===== src/smps_defines.svh =====
// constants for the sleep mode power sequencer
// assumes inclusion by bare name from the package and the modules
`ifndef SMPS_DEFINES_SVH
`define SMPS_DEFINES_SVH
`define SMPS_DLY_W 6
`define SMPS_CNT_W 8
`define SMPS_CLK_N 16
`define SMPS_PAD_N 4
`define SMPS_IO_OFF_MIN 6'h01
`define SMPS_CLK_OFF_MIN 6'h0b
`define SMPS_CLK_ON_MIN 6'h01
`define SMPS_IO_ON_MIN 6'h28
`define SMPS_GRP0 16'h003f
`define SMPS_GRP1 16'h07ff
`define SMPS_ALL_ON 16'hffff
`define SMPS_ALL_OFF 16'h0000
`define SMPS_CNT_RST 8'h00
`define SMPS_DLY_ZERO 6'h00
`define SMPS_DLY_ONE 6'h01
`define SMPS_STEP_W 2
`define SMPS_STEP0 2'h0
`define SMPS_STEP1 2'h1
`define SMPS_STEP2 2'h2
`define SMPS_PHASE_W 2
`define SMPS_PH_IO 2'h0
`define SMPS_PH_WAIT 2'h1
`define SMPS_PH_CLK 2'h2
`endif


===== src/smps_pkg.sv =====
// types for the sleep mode power sequencer
// assumes smps_defines.svh is on the include path
`include "smps_defines.svh"
package smps_pkg;
    typedef enum logic [3:0] {
        SMPS_AWAKE = 4'h1,
        SMPS_ENTER = 4'h2,
        SMPS_SLEEP = 4'h4,
        SMPS_EXIT = 4'h8
    } smps_state_t;
    // the four programmable sequencing delays, in clock cycles
    typedef struct packed {
        logic [`SMPS_DLY_W-1:0] io_off_delay;
        logic [`SMPS_DLY_W-1:0] clock_off_delay;
        logic [`SMPS_DLY_W-1:0] clock_on_delay;
        logic [`SMPS_DLY_W-1:0] io_on_delay;
    } smps_delays_t;
    // demonstration counter snapshot outputs
    typedef struct packed {
        logic [`SMPS_CNT_W-1:0] count;
        logic [`SMPS_CNT_W-1:0] count_at_sleep_entry;
        logic [`SMPS_CNT_W-1:0] count_at_sleep_exit;
    } smps_counts_t;
endpackage


===== src/smps_demo_logic.sv =====
// demonstration user logic: free-running counter with snapshots and pads
// assumes freeze and capture strobes from the sequencer on the same clock
`timescale 1ns/1ps
`include "smps_defines.svh"
module smps_demo_logic (
    // clock and reset
    input wire logic clk,
    input wire logic rst_b,
    // control from the sequencer
    input wire logic freeze,
    input wire logic capture_entry,
    input wire logic capture_exit,
    input wire logic io_buffer_enable,
    input wire logic [`SMPS_PAD_N-1:0] pad_values,
    // results
    output smps_pkg::smps_counts_t counts,
    output logic [`SMPS_PAD_N-1:0] demo_pad_out,
    output logic [`SMPS_PAD_N-1:0] demo_pad_oe_b
);
    import smps_pkg::*;

    smps_counts_t counts_ff;
    smps_counts_t nxt_counts;
    logic [`SMPS_PAD_N-1:0] pad_ff;
    logic [`SMPS_PAD_N-1:0] nxt_pad;
    logic [`SMPS_PAD_N-1:0] oe_b_ff;
    logic [`SMPS_PAD_N-1:0] nxt_oe_b;

    always_comb begin
        nxt_counts = counts_ff;
        if (!freeze) begin
            nxt_counts.count = counts_ff.count + `SMPS_CNT_W'(1);
        end
        if (capture_entry) begin
            nxt_counts.count_at_sleep_entry = counts_ff.count;
        end
        if (capture_exit) begin
            nxt_counts.count_at_sleep_exit = counts_ff.count;
        end
        nxt_pad = pad_values;
        // pads float while buffers are off, drive again once enabled
        nxt_oe_b = {`SMPS_PAD_N{~io_buffer_enable}};
    end

    always_ff @(posedge clk or negedge rst_b) begin
        if (!rst_b) begin
            counts_ff <= '0;
            pad_ff <= '0;
            oe_b_ff <= '0;
        end else begin
            counts_ff <= nxt_counts;
            pad_ff <= nxt_pad;
            oe_b_ff <= nxt_oe_b;
        end
    end

    assign counts = counts_ff;
    assign demo_pad_out = pad_ff;
    assign demo_pad_oe_b = oe_b_ff;
endmodule


===== src/smps_sequencer.sv =====
// sleep mode power sequencer: gates io buffers and sixteen clock enables
// assumes clk is an ungated free-running oscillator; sleep may be async
`timescale 1ns/1ps
`include "smps_defines.svh"
// Functional notes
// - sleep high starts the entering state, powering down buffers and clocks
// - after power-down completes, go to sleep state and wait for wake
// - sleep low starts the exiting state, powering clocks and buffers up
// - after power-up completes, go awake; the cycle repeats on next sleep
// - after io_off_delay, deassert io_buffer_enable to power buffers down
// - after clock_off_delay, clear clock enables lsb to msb within three cycles
// - stay in sleep with clocks and buffers off while sleep stays high
// - capture counter to entry output before sleep, then freeze counter
// - demo pads float while io_buffer_enable is low
// - after clock_on_delay, set clock enables lsb to msb within three cycles
// - after further io_on_delay, reassert io_buffer_enable
// - remain awake with clocks and buffers on until sleep rises again
// - capture counter to exit output before awake, then release freeze
// - demo pads drive again once io_buffer_enable is high
// - delays are 6-bit counts; io_off at least 1, clock_off at least 11
// - clock_on at least 1, io_on at least 40; larger values allowed
// - low_power_indicator high from sleep entry until exit fully completes
// - demo logic is a free-running 8-bit counter with 8-bit snapshots
module smps_sequencer (
    // clock and reset
    input wire logic clk,
    input wire logic rst_b,
    // sleep request from outside the clock domain
    input wire logic sleep,
    // programmable sequencing delays
    input smps_pkg::smps_delays_t delays,
    // demo pad values from user logic
    input wire logic [`SMPS_PAD_N-1:0] pad_values,
    // power controls
    output logic [`SMPS_CLK_N-1:0] global_clock_enables,
    output logic io_buffer_enable,
    output logic low_power_indicator,
    // demo outputs
    output smps_pkg::smps_counts_t counts,
    output logic [`SMPS_PAD_N-1:0] demo_pad_outputs,
    output logic [`SMPS_PAD_N-1:0] demo_pad_oe_b
);
    import smps_pkg::*;

    // ------------------------------------------------------------
    // sleep input synchroniser
    // ------------------------------------------------------------
    logic sleep_meta_ff;
    logic sleep_sync_ff;

    always_ff @(posedge clk or negedge rst_b) begin
        if (!rst_b) begin
            sleep_meta_ff <= 1'b0;
            sleep_sync_ff <= 1'b0;
        end else begin
            sleep_meta_ff <= sleep;
            sleep_sync_ff <= sleep_meta_ff;
        end
    end

    // ------------------------------------------------------------
    // delay clamping to the required minimums
    // ------------------------------------------------------------
    logic [`SMPS_DLY_W-1:0] io_off_eff;
    logic [`SMPS_DLY_W-1:0] clk_off_eff;
    logic [`SMPS_DLY_W-1:0] clk_on_eff;
    logic [`SMPS_DLY_W-1:0] io_on_eff;

    // values below a minimum are raised to it, never rejected
    function automatic logic [`SMPS_DLY_W-1:0] clamp_min(
        input logic [`SMPS_DLY_W-1:0] val,
        input logic [`SMPS_DLY_W-1:0] lo
    );
        clamp_min = (val < lo) ? lo : val;
    endfunction

    always_comb begin
        io_off_eff = clamp_min(delays.io_off_delay, `SMPS_IO_OFF_MIN);
        clk_off_eff = clamp_min(delays.clock_off_delay, `SMPS_CLK_OFF_MIN);
        clk_on_eff = clamp_min(delays.clock_on_delay, `SMPS_CLK_ON_MIN);
        io_on_eff = clamp_min(delays.io_on_delay, `SMPS_IO_ON_MIN);
    end

    // ------------------------------------------------------------
    // sequencing state machine
    // ------------------------------------------------------------
    smps_state_t state_ff;
    smps_state_t nxt_state;
    logic [`SMPS_PHASE_W-1:0] phase_ff;
    logic [`SMPS_PHASE_W-1:0] nxt_phase;
    logic [`SMPS_DLY_W-1:0] dly_ff;
    logic [`SMPS_DLY_W-1:0] nxt_dly;
    logic [`SMPS_STEP_W-1:0] step_ff;
    logic [`SMPS_STEP_W-1:0] nxt_step;
    logic [`SMPS_CLK_N-1:0] clk_en_ff;
    logic [`SMPS_CLK_N-1:0] nxt_clk_en;
    logic io_en_ff;
    logic nxt_io_en;
    logic lpi_ff;
    logic nxt_lpi;
    logic freeze_ff;
    logic nxt_freeze;
    logic cap_entry;
    logic cap_exit;
    logic dly_done;
    logic dly_load;
    logic [`SMPS_DLY_W-1:0] dly_load_val;
    logic gate_go;
    logic ungate_go;

    assign dly_done = (dly_ff == `SMPS_DLY_ONE);

    always_comb begin
        nxt_state = state_ff;
        nxt_phase = phase_ff;
        dly_load = 1'b0;
        dly_load_val = `SMPS_DLY_ZERO;
        nxt_step = step_ff;
        gate_go = 1'b0;
        ungate_go = 1'b0;
        nxt_io_en = io_en_ff;
        nxt_lpi = lpi_ff;
        nxt_freeze = freeze_ff;
        cap_entry = 1'b0;
        cap_exit = 1'b0;
        case (state_ff)
            SMPS_AWAKE: begin
                if (sleep_sync_ff) begin
                    nxt_state = SMPS_ENTER;
                    nxt_phase = `SMPS_PH_IO;
                    dly_load = 1'b1;
                    dly_load_val = io_off_eff;
                    nxt_lpi = 1'b1;
                end
            end
            SMPS_ENTER: begin
                case (phase_ff)
                    `SMPS_PH_IO: begin
                        if (dly_done) begin
                            nxt_io_en = 1'b0;
                            nxt_phase = `SMPS_PH_WAIT;
                            dly_load = 1'b1;
                            dly_load_val = clk_off_eff;
                        end
                    end
                    `SMPS_PH_WAIT: begin
                        if (dly_done) begin
                            nxt_phase = `SMPS_PH_CLK;
                            nxt_step = `SMPS_STEP0;
                            cap_entry = 1'b1;
                            nxt_freeze = 1'b1;
                        end
                    end
                    default: begin
                        gate_go = 1'b1;
                        case (step_ff)
                            `SMPS_STEP0: begin
                                nxt_step = `SMPS_STEP1;
                            end
                            `SMPS_STEP1: begin
                                nxt_step = `SMPS_STEP2;
                            end
                            default: begin
                                nxt_state = SMPS_SLEEP;
                            end
                        endcase
                    end
                endcase
            end
            SMPS_SLEEP: begin
                if (!sleep_sync_ff) begin
                    nxt_state = SMPS_EXIT;
                    nxt_phase = `SMPS_PH_WAIT;
                    dly_load = 1'b1;
                    dly_load_val = clk_on_eff;
                end
            end
            SMPS_EXIT: begin
                case (phase_ff)
                    `SMPS_PH_WAIT: begin
                        if (dly_done) begin
                            nxt_phase = `SMPS_PH_CLK;
                            nxt_step = `SMPS_STEP0;
                        end
                    end
                    `SMPS_PH_CLK: begin
                        ungate_go = 1'b1;
                        case (step_ff)
                            `SMPS_STEP0: begin
                                nxt_step = `SMPS_STEP1;
                            end
                            `SMPS_STEP1: begin
                                nxt_step = `SMPS_STEP2;
                            end
                            default: begin
                                nxt_phase = `SMPS_PH_IO;
                                dly_load = 1'b1;
                                dly_load_val = io_on_eff;
                            end
                        endcase
                    end
                    default: begin
                        if (dly_done) begin
                            nxt_io_en = 1'b1;
                            cap_exit = 1'b1;
                            nxt_freeze = 1'b0;
                            nxt_lpi = 1'b0;
                            nxt_state = SMPS_AWAKE;
                        end
                    end
                endcase
            end
            default: begin
                nxt_state = SMPS_AWAKE;
            end
        endcase
    end

    always_ff @(posedge clk or negedge rst_b) begin
        if (!rst_b) begin
            state_ff <= SMPS_AWAKE;
            phase_ff <= `SMPS_PH_IO;
            step_ff <= `SMPS_STEP0;
            io_en_ff <= 1'b1;
            lpi_ff <= 1'b0;
            freeze_ff <= 1'b0;
        end else begin
            state_ff <= nxt_state;
            phase_ff <= nxt_phase;
            step_ff <= nxt_step;
            io_en_ff <= nxt_io_en;
            lpi_ff <= nxt_lpi;
            freeze_ff <= nxt_freeze;
        end
    end

    // ------------------------------------------------------------
    // sequencing delay counter
    // ------------------------------------------------------------
    always_comb begin
        nxt_dly = dly_ff;
        if (dly_load) begin
            nxt_dly = dly_load_val;
        end else if (dly_ff != `SMPS_DLY_ZERO) begin
            nxt_dly = dly_ff - `SMPS_DLY_ONE;
        end
    end

    always_ff @(posedge clk or negedge rst_b) begin
        if (!rst_b) begin
            dly_ff <= `SMPS_DLY_ZERO;
        end else begin
            dly_ff <= nxt_dly;
        end
    end

    // ------------------------------------------------------------
    // clock enable staging
    // ------------------------------------------------------------
    // one group per cycle keeps the supply step small on gate and ungate
    always_comb begin
        nxt_clk_en = clk_en_ff;
        if (gate_go) begin
            case (step_ff)
                `SMPS_STEP0: begin
                    nxt_clk_en = clk_en_ff & ~`SMPS_GRP0;
                end
                `SMPS_STEP1: begin
                    nxt_clk_en = clk_en_ff & ~`SMPS_GRP1;
                end
                default: begin
                    nxt_clk_en = `SMPS_ALL_OFF;
                end
            endcase
        end else if (ungate_go) begin
            case (step_ff)
                `SMPS_STEP0: begin
                    nxt_clk_en = clk_en_ff | `SMPS_GRP0;
                end
                `SMPS_STEP1: begin
                    nxt_clk_en = clk_en_ff | `SMPS_GRP1;
                end
                default: begin
                    nxt_clk_en = `SMPS_ALL_ON;
                end
            endcase
        end
    end

    always_ff @(posedge clk or negedge rst_b) begin
        if (!rst_b) begin
            clk_en_ff <= `SMPS_ALL_ON;
        end else begin
            clk_en_ff <= nxt_clk_en;
        end
    end

    // ------------------------------------------------------------
    // demonstration user logic
    // ------------------------------------------------------------
    smps_demo_logic u_demo (
        .clk(clk),
        .rst_b(rst_b),
        .freeze(nxt_freeze),
        .capture_entry(cap_entry),
        .capture_exit(cap_exit),
        .io_buffer_enable(nxt_io_en),
        .pad_values(pad_values),
        .counts(counts),
        .demo_pad_out(demo_pad_outputs),
        .demo_pad_oe_b(demo_pad_oe_b)
    );

    assign global_clock_enables = clk_en_ff;
    assign io_buffer_enable = io_en_ff;
    assign low_power_indicator = lpi_ff;
endmodule

===== config.mk =====
export PLATFORM = sky130hd
export DESIGN_NAME = smps_sequencer
export DESIGN_NICKNAME = d
export VERILOG_FILES = /design/src/smps_pkg.sv /design/src/smps_demo_logic.sv /design/src/smps_sequencer.sv
export VERILOG_INCLUDE_DIRS = /design/src
export SDC_FILE = /design/constraint.sdc
export NUM_CORES = 1
export LEC_CHECK = 0
export BUFFER_PORTS_ARGS = -buffer_cell sky130_fd_sc_hd__buf_2
export CAP_MARGIN = 20
export CORE_UTILIZATION = 56
export CTS_CLUSTER_SIZE = 28
export DETAILED_ROUTE_END_ITERATION = 6
export PLACE_DENSITY_LB_ADDON = 0.05
export SLEW_MARGIN = 10
export SYNTH_ARGS = -nofsm -noshare
export SYNTH_HDL_FRONTEND = slang
export SYNTH_SLANG_ARGS = --single-unit

===== constraint.sdc =====
create_clock -name clk -period 4.1 [get_ports clk]
set_input_delay 1.025 -clock clk [delete_from_list [all_inputs] [get_ports clk]]
set_output_delay 1.025 -clock clk [all_outputs]
set_load 0.02 [all_outputs]

Word-level counts from Yosys, hierarchy flattened
Cells that the tools add are included.
- input bits: 31
- flip-flop bits (word level): 64
- word-level logic and storage cells: 128
- output and inout port bits: 50
- bitwise logic cells: 3
- reduce and logical (&&, ||, !) cells: 17
- magnitude comparators: 4
- muxes and demuxes: 66
- equality and inequality tests: 19
- add/subtract/negate cells: 2
- operators by type and width (kind ; count):
    $mux W6 ; 12
    $pmux W16 S2 ; 2
    $mux W16 ; 2
    $mux W1 ; 25
    $mux W4 ; 6
    $pmux W2 S2 ; 6
    $pmux W6 S4 ; 1
    $pmux W4 S4 ; 1
    $ne A2 B2 Y1 const B ; 7
    $lt A6 B1 Y1 const B ; 2
    $mux W2 ; 6
    $ne A3 B3 Y1 const B ; 4
    $add A8 B1 Y8 const B ; 1
    $pmux W2 S4 ; 1
    $reduce_bool A2 Y1 ; 4
    $reduce_and A7 Y1 ; 1
    $eq A6 B1 Y1 const B ; 1
    $lt A6 B4 Y1 const B ; 1
    $lt A6 B6 Y1 const B ; 1
    $pmux W1 S2 ; 3
    $reduce_and A3 Y1 ; 2
    $reduce_and A6 Y1 ; 1
    $reduce_bool A6 Y1 ; 1
    $reduce_or A2 Y1 ; 3
    13 further kinds ; 17

Depth between registers and ports, before layout
Gate-level depths: netlist of run 1.
- depth after elaboration: 6
- depth in mapped cells: 8
- gate-level depth less buffers: 7

By module
A second synthesis of run 1 with hierarchy kept.
- cell total of the unflattened synthesis: 258
- area, all modules: 2740.1 um^2
- by module, submodules not included (module ; cells an instance ; area an instance (um^2) ; times used ; sequential area each (um^2)):
    smps_sequencer ; 189 ; 1656.6 ; 1 ; 556.8
    smps_demo_logic ; 69 ; 1083.5 ; 1 ; 725.7

Least setup slack after synthesis of run 1
Ideal clock, no wire load.
- kind: reg2reg
- start: register state_ff[1]
- end: register u_demo.counts_ff (netlist bit u_demo.counts[17])
- period minus slack after synthesis: 2307 ps
- setup time: 125 ps
- arrival: 2182 ps
- path buffers: 2
- required time: 3975 ps
- slack: 1793 ps
- cell stages (with the launch flop): 7
- cell sequence: dfrtp_1 buf_4 or4b_4 or4_4 buf_6 a21boi_4 mux2_2
- longest elaborated chain between the ends: 2
- elaborated cells between the ends (all ways): 3
- those cells by class: eq/ne (2); mux (1)
- RTL lines (element ; line ; source):
    start, declared ; smps_sequencer.sv:87 ; smps_state_t state_ff;
    start signal, assigned ; smps_sequencer.sv:228 ; state_ff <= nxt_state;
    $eq A4 B4 Y1 or $eq A4 B2 Y1 (tied branches) ; smps_sequencer.sv:126 ; case (state_ff)
    $pmux W1 S2 * ; smps_sequencer.sv:126 ;
    end signal, assigned ; smps_demo_logic.sv:51 ; counts_ff <= nxt_counts;
    end, declared ; smps_demo_logic.sv:22 ; smps_counts_t counts_ff;
Mark *: on every way between the ends. The rest lies on a longest branch, timed or not.
A chain may end at the register's enable or synchronous reset.

Worst setup path after layout of run 1
- start: register state_ff[2]
- end: register dly_ff[2]
- longest elaborated chain between the ends: 3
- elaborated cells between the ends (all ways): 8
- those cells by class: eq/ne (4); mux (3); reduce/logical (1)
- RTL lines (element ; line ; source):
    $eq A4 B4 Y1 (tied with other cells) ; smps_sequencer.sv:126 ;
    $pmux W6 S4 or $pmux W1 S4 (tied branches) ; smps_sequencer.sv:126 ;
    $mux W6 or $reduce_bool A2 Y1 (tied branches) ; -- ;
    end signal, assigned ; smps_sequencer.sv:251 ; dly_ff <= `SMPS_DLY_ZERO;
    end signal, assigned ; smps_sequencer.sv:253 ; dly_ff <= nxt_dly;
    end, declared ; smps_sequencer.sv:91 ; logic [`SMPS_DLY_W-1:0] dly_ff;
Several ways; a longest one is shown, not always the timed one.

==> impl_metrics.ini, run 1 <==
[outcome]
status = finished clean

[finish]
design_area_sq_mm = 0.00320
final_cell_count_no_fill = 390
n_antenna_cell = 0
nets = 363
drive_gt1_share_pct = 38.1
area_delta_synth_final_pct = 16.4

[placement]
place_area_sq_mm = 0.00308
port_buffers = 80
dp.cells = 381
hpwlAfterDp_microns = 4020
gp_congestion = 0.896

[critical_path]
cp-start-kind = flop
worst_setup_path_end_kind = flop
critPathKind = flop to flop
cp.required_ps = 4290
arrival_ps = 2830
critPathMaxFanout = 16

[drt]
drc = 0
vias = 2132
drtIter0Drc = 104
drt_wl_total_microns = 5310
wl_per_cell_microns = 13.6
drt_pass1_iterations = 4
antenna_left = 0
viasPerCell = 5.47

[clocking]
cts_root_buf = clkbuf_8
cts_buffers = 5
cts_buffer_depth = 2
ctsHoldBuffers = 0
ctsResizeCount = 0
clkTransAtPathRegs_ps = 90
cts_tree = yes
post-cts-setup-buffers = 0
htreeDepth = 2
clock_sinks = 51
clock_latency_ps = 300

[pwr]
power_frac_comb_pct = 38.8
power.share.clock_pct = 17.6
p_int_uw = 1030
seq_power_share_pct = 43.6
p_leak_uw = 0.00159
powerDensity_mw_per_mm2 = 535
swShare_pct = 39.7
switchingPower_uw = 680
vdd_drop_max_mv = 0.325

[floorplan]
fp-row-count = 25
die_x_microns = 72.1
start_util_pct = 58.2
io_pins = 81
core_sq_mm = 0.00472
die_area_sq_mm = 0.00520
die_h_microns = 72.1

[grt]
overflow = 0
grt_pass1_wl_microns = 8850
grt_max_degree = 50
grt_use_total_pct = 21.7
antenna_found_initial = 0
grt_pass1_vias = 2021

[sta]
setup_tns_ps = 0
rsz0062_at_grt = no
worstMarginPinSlew_ps = 917
fin_worst_skew_ps = 3.90
fin_crit_sh_pct = 64.3
drv_slew = 0
maxSlewHeadroom_pct = 38.0
setup_viol = 0
period_minus_slack_ps = 2640
fmax_mhz = 379
hold_violations = 0
fin_hold_ws_ps = 359

[synth]
syn_area_per_cell_sq_um = 10.7
yosysWarnings = 0
netlist_area_sq_mm = 0.00275
synth_cells = 256
synthDistinctLibCells = 56
synth-edff-count = 0
synth_flop_cell = dfrtp_1
synth-seq-cells = 51
yosysSeqAreaShare_pct = 46.6
synthArstFlopShare_pct = 100
syn_nets = 297

[min_path]
hold_path_class = flop to flop

[run]
max_cap_viol_count = 0
[layer usage]
| layer | wire length, microns | global-route usage, % |
|---|---|---|
| met4 | 39 | 5.23 |
| met1 | 2450 | 28.8 |
| met3 | 242 | 5.14 |
| met5 | 0 | 0 |
| met2 | 2580 | 36.3 |
[state kept, by name, indices dropped and copies added (netlist names)]
| signal | count |
|---|---|
| global_clock_enables | 3 |
| state_ff | 4 |
| dly_ff | 6 |
| u_demo.demo_pad_out | 4 |
| u_demo.demo_pad_oe_b | 1 |
| sleep_sync_ff | 1 |
| phase_ff | 2 |
| io_buffer_enable | 1 |
| u_demo.counts | 24 |
| step_ff | 2 |
| freeze_ff | 1 |
| low_power_indicator | 1 |
| sleep_meta_ff | 1 |
[power by group through the flow]
stage          Sequential, uW  Clock [uW]  Combinational, uW
3_3_place_gp              755           0                651
6_report                  747         302                665
2_1_floorplan             764           0                467
5_1_grt                   769         331                746
3_5_place_dp              756           0                659
4_1_cts                   747         314                667
[path summary, 6_finish.rpt]
check	start	endpoint	slack (ps)	depth (start not counted)
max	state_ff[2]	dly_ff[2]	1460	4
min	sleep_meta_ff	sleep_sync_ff	360	0
max reg2reg	state_ff[2]	dly_ff[2]	1460	4
min reg2reg	sleep_meta_ff	sleep_sync_ff	360	0
max in group asynchronous	rst_b	u_demo.counts[5]	2780	3
min in group asynchronous	rst_b	state_ff[3]	690	1
[through the flow]
stage	total power, uW	worst slack, ps	util (%)
after floorplan	1230	1790	-
after global placement	1410	1580	65.2
after detailed placement	1410	1530	65.2
after CTS	1730	1500	67.3
after global routing	1850	1240	67.8
final	1710	1460	67.8
[cell usage in the layout, fill, tap and decap left out, types with 4 or more instances in the layout]
cell,n
inv_1,13
dfstp_2,5
dfrtp_1,46
nand2_1,17
ha_1,10
mux2_2,18
nand4_1,4
nand3_1,4
a21oi_1,7
a211oi_1,5
xnor2_1,7
nor2_1,15
buf_2,80
o21ai_0,16
clkbuf_8,6
nor3_1,7
[cells in the mapped netlist, drive strengths merged, types with 3 or more instances]
cell type	number	share of area, %
xnor2	7	2.2
inv	13	1.8
nand2	17	2.3
nand3	4	0.73
clkbuf	3	0.41
nand4	5	1.4
mux2	18	7.4
nor4b	3	1.2
dfstp	5	4.8
xor2	4	1.5
and2	4	0.91
a211oi	5	1.4
dfrtp	46	42
a21oi	7	1.3
nor3	7	1.3
buf	20	5.4
o21ai	16	2.9
nor2	15	2.0
ha	10	4.5
mux2i	3	1.1
o21bai	3	0.82
or4	4	1.4
[layout make-up]
| class | count | area [sq um] |
|---|---|---|
| clock buffer | 6 | 82.6 |
| clock inverter | 2 | 16.3 |
| fill | 385 | 1520 |
| inverter | 13 | 48.8 |
| multi-input combinational | 169 | 1260 |
| sequential | 51 | 1280 |
| tap | 67 | 83.8 |
| timing repair buffer | 82 | 428 |
[critical path, cell delays in order, from the launching register on]
cell     delay [ps]
dfrtp_1         540
nor4b_1         820
nand3_1         420
nand3_1         390
mux2_2          370
[cell families after synthesis]
kind of cell	Yosys count	share of synthesized area (%)
flip-flops	51	46.6
adder cells (fa/ha/maj)	10	4.55
AO/OA/AOI/OAI	53	13.4
XOR/XNOR	11	3.78
multiplexers	21	8.46
AND/OR/NAND/NOR	74	15.6
buffers and inverters	36	7.60
Power figures use the tool's default switching activity.
==> inputs of run 2 (changes only) <==
CORE_UTILIZATION = 52   (was 56)
clock period = 2.7 ns   (was 4.1 ns; I/O delays follow)
==> run 2 against run 1 <==
  * Global-route usage down 1.2 points
  * Largest cell class unchanged
  * Routed wire length grew 3.7%
  * Die area is 7.5% higher
  * Critical endpoint is now u_demo.counts[17]
  * Non-clock buffer count up 9
  * Sequential power increased by 51%
  * Worst hold slack worse by 8.7 ps
  * Combinational power rose by 56%
  * Via count about the same
==> impl_metrics.ini, run 2 (same netlist as run 1, synthesis figures left out) <==
[outcome]
status = finished clean

[sta]
fin_crit_sh_pct = 89.4
period_minus_slack_ps = 2410
fin_worst_skew_ps = 10.6
setup_tns_ps = 0
rsz0062_at_grt = no
maxSlewHeadroom_pct = 66.7
hold_violations = 0
worstMarginPinSlew_ps = 497
fmax_mhz = 414
setup_slack_ps = 286
drv_slew = 0
setup_viol = 0

[floorplan]
core_sq_mm = 0.00511
io_pins = 81
start_util_pct = 53.8
die_x_microns = 74.7
die_h_microns = 74.7
die_area_sq_mm = 0.00558
fp-row-count = 26

[finish]
final_core_util_pct = 64.2
area_delta_synth_final_pct = 19.2
nets = 372
n_antenna_cell = 0
drive_gt1_share_pct = 39.8
final_common_cell = buf_2
largest_register_ff_count = 24
fillers = 431
layout_common_cells = buf_2 (80), dfrtp_1 (46), mux2_2 (18), nand2_1 (17), o21ai_0 (16)

[drt]
vias = 2130
drt_pass1_iterations = 6
wl_per_cell_microns = 13.7
drc = 0
viasPerCell = 5.30
drtIter0Drc = 75
antenna_left = 0
drt_wl_total_microns = 5510

[grt]
met3_usage_pct = 3.88
grt_max_degree = 29
overflow = 0
grt_pass1_wl_microns = 8740
grt_pass1_vias = 1914
grtUsageMet2_pct = 34.6
globalRoute.busiestLayer = met2
grt_use_met1_pct = 27.3
antenna_found_initial = 0
grt_use_total_pct = 20.6

[run]
max_cap_viol_count = 0

[critical_path]
worst_setup_path_end_kind = flop
critPathMaxFanout = 10
critPathKind = flop to flop
arrival_ps = 2600
cp-start-kind = flop
cp.required_ps = 2890

[clocking]
cts_root_buf = clkbuf_8
clock_latency_ps = 310
post-cts-setup-buffers = 0
ctsHoldBuffers = 0
ctsResizeCount = 0
clkTransAtPathRegs_ps = 90
cts_buffer_depth = 2
cts_buffers = 5
clock_sinks = 51
cts_tree = yes
htreeDepth = 2

[placement]
port_buffers = 80
hpwlAfterDp_microns = 4230
gp_congestion = 0.800
pre_cts_ws_ps = 298

[pwr]
p_leak_uw = 0.00164
fin_total_pwr_uw = 2710
powerDensity_mw_per_mm2 = 826
vdd_drop_max_mv = 0.526

[min_path]
hold_path_class = input port to asynchronous set/reset pin
-- run 2: cell count changes in the layout (fill, tap and decap cells not counted), sizes merged --
cell and delta:
clkbuf -1, clkinvlp -1, bufinv +1, buf +9, inv +1
-- run 2: final cells by class --
class	count	area (sq um)	area share (%)
flip-flops and latches	51	1280	39.1
well taps	70	87.6	2.67
clock buffers	5	68.8	2.10
clock inverters	3	47.5	1.45
repair buffers	91	483	14.7
inverters	13	48.8	1.49
multi-input cells	169	1260	38.4
-- run 2: metal layers --
metal,wire length (microns),vias to the layer above
li1,-,1052
met1,2550,1003
met2,2630,69
met3,284,6
met4,48,0
met5,0,-
-- run 2: final timing paths --
kind	start	to	slack, ps	depth (start not counted)
setup / recovery	state_ff[1]	u_demo.counts[17]	290	4
hold / removal	rst_b	state_ff[1]	350	2
setup reg to reg	state_ff[1]	u_demo.counts[17]	290	4
hold reg to reg	sleep_meta_ff	sleep_sync_ff	360	0
max in group asynchronous	rst_b	global_clock_enables[9]	2020	2
min in group clk	sleep_meta_ff	sleep_sync_ff	360	0
-- run 2: critical path: stages, from the launching register on --
cell,delay (ps)
dfrtp_1,460
or4b_4,590
or4_4,550
a21boi_4,320
mux2_2,370
-- run 2: metrics by stage --
stage	hold slack, ps	instances	cell area, sq um
floorplan	331	256	2750
global placement	332	394	3160
detailed placement	340	394	3160
CTS	358	402	3280
global route	374	402	3280
finish	351	402	3280
-- run 2: power breakdown --
group / internal [uW] / leakage, uW / total, uW / switching, uW
registers: 925 / 0.000640 / 1130 / 204
logic: 458 / 0.000944 / 1040 / 578
clock network: 281 / 0.0000587 / 542 / 261
total: 1660 / 0.00164 / 2710 / 1040
==> inputs of run 3 (changes only) <==
CORE_UTILIZATION = 56   (was 52)
clock period = 3 ns   (was 2.7 ns; I/O delays follow)
==> run 3 against run 2 <==
  * Total power fell by 11%
  * Core utilization rose by 4.1 points
  * Maximum frequency fell by 2.9%
  * Routed wire length fell by 2.3%
  * First-iteration DRC count rose by 93%
  * Critical path depth did not move
==> impl_metrics.ini, run 3 (same netlist as run 1, synthesis figures left out) <==
[finish]
drive_gt1_share_pct = 38.7
final_cell_count_no_fill = 393
final_common_cell = buf_2
layout_common_cells = buf_2 (80), dfrtp_1 (46), mux2_2 (18), nand2_1 (17), o21ai_0 (16)
n_antenna_cell = 0
area_delta_synth_final_pct = 17.3
largest_register_ff_count = 24
nets = 367

[clocking]
cts_root_buf = clkbuf_8
htreeDepth = 2
clock_sinks = 51
ctsHoldBuffers = 0
cts_tree = yes
cts_buffer_depth = 2
clkTransAtPathRegs_ps = 90
cts_buffers = 5
clock_latency_ps = 290
ctsResizeCount = 0
post-cts-setup-buffers = 0

[grt]
grt_use_met1_pct = 28.5
grt_max_degree = 52
antenna_found_initial = 0
met3_usage_pct = 4.17
grt_pass1_vias = 1981
globalRoute.busiestLayer = met2
grt_use_total_pct = 21.7
grt_pass1_wl_microns = 8830
grtUsageMet2_pct = 37.4
overflow = 0

[critical_path]
arrival_ps = 2680
max_stage_delay_ps = 590
cp-start-kind = flop
cp_slowest_cell = or4b_4
cp.required_ps = 3190
path_cells = or4b_4, or4_4, a21boi_4, mux2_2
ff2ff_path_depth = 4
worst-r2r-setup-slack_ps = 510
worst_setup_path_end_kind = flop
rr_startpoint = state_ff[2]
r2r-end = u_demo.counts[17]
critPathMaxFanout = 16
critPathKind = flop to flop

[floorplan]
io_pins = 81
core_sq_mm = 0.00472
fp-row-count = 25
die_x_microns = 72.1
die_h_microns = 72.1
die_area_sq_mm = 0.00520
start_util_pct = 58.2

[sta]
period_minus_slack_ps = 2490
fin_hold_ws_ps = 355
setup_tns_ps = 0
worstMarginPinSlew_ps = 636
fmax_mhz = 402
maxSlewHeadroom_pct = 57.6
fin_worst_skew_ps = 2.09
setup_viol = 0
drv_slew = 0
hold_violations = 0
rsz0062_at_grt = no
fin_crit_sh_pct = 82.9

[outcome]
status = finished clean

[pwr]
fin_total_pwr_uw = 2400
vdd_drop_max_mv = 0.418
p_leak_uw = 0.00161
powerDensity_mw_per_mm2 = 743

[drt]
antenna_left = 0
drt_pass1_iterations = 4
drtIter0Drc = 145
wl_per_cell_microns = 13.7
drc = 0
viasPerCell = 5.44
drt_wl_total_microns = 5380
vias = 2136

[placement]
gp_congestion = 0.863
dp.cells = 386
hpwlAfterDp_microns = 3950
port_buffers = 80

[min_path]
min_path_cells = 0
hold_start = sleep_meta_ff
whs_endpoint = sleep_sync_ff
hold_path_class = flop to flop

[run]
max_cap_viol_count = 0
## run 3: report_power, final
group	switching [uW]	total (uW)	internal [uW]
logic	516	919	403
registers	189	1020	833
clock network	213	457	244
total	918	2400	1480
## run 3: worst max-delay path, delay by kind of cell, from the launching register on
kind | cells | cell delay [ps]
flops | 1 | 550
mux | 1 | 370
compound gates | 1 | 320
simple gates | 2 | 1140
## run 3: worst max-delay path by stage
stage / start / end / slack, ps / cells after the start
floorplan: state_ff[1] / u_demo.counts[17] / 690 / 6
global placement: state_ff[2] / u_demo.counts[17] / 570 / 4
detailed placement: state_ff[2] / u_demo.counts[17] / 540 / 4
CTS: state_ff[2] / u_demo.counts[17] / 530 / 4
global route: state_ff[2] / u_demo.counts[21] / 420 / 5
finish: state_ff[2] / u_demo.counts[17] / 510 / 4
## run 3: per-layer routing
layer  up-vias  part of all wire [%]
met1      1008                    45
met3         8                   4.8
met5         -                     0
met4         0                   1.3
li1       1043                     -
met2        77                    49
## run 3: through the flow
step | instance area, sq um | setup slack (ps) | util (%)
2_1_floorplan | 2750 | 693 | -
3_3_place_gp | 3120 | 573 | 66.0
3_5_place_dp | 3120 | 535 | 66.0
4_1_cts | 3230 | 528 | 68.3
5_1_grt | 3230 | 421 | 68.3
6_report | 3230 | 513 | 68.3
## run 3: final cells by class
type | count | area, sq um
fillers | 373 | 1500
flip-flops and latches | 51 | 1280
multi-input cells | 169 | 1260
repair buffers | 86 | 445
well taps | 67 | 83.8
clock buffers | 5 | 68.8
inverters | 13 | 48.8
clock inverters | 2 | 37.5
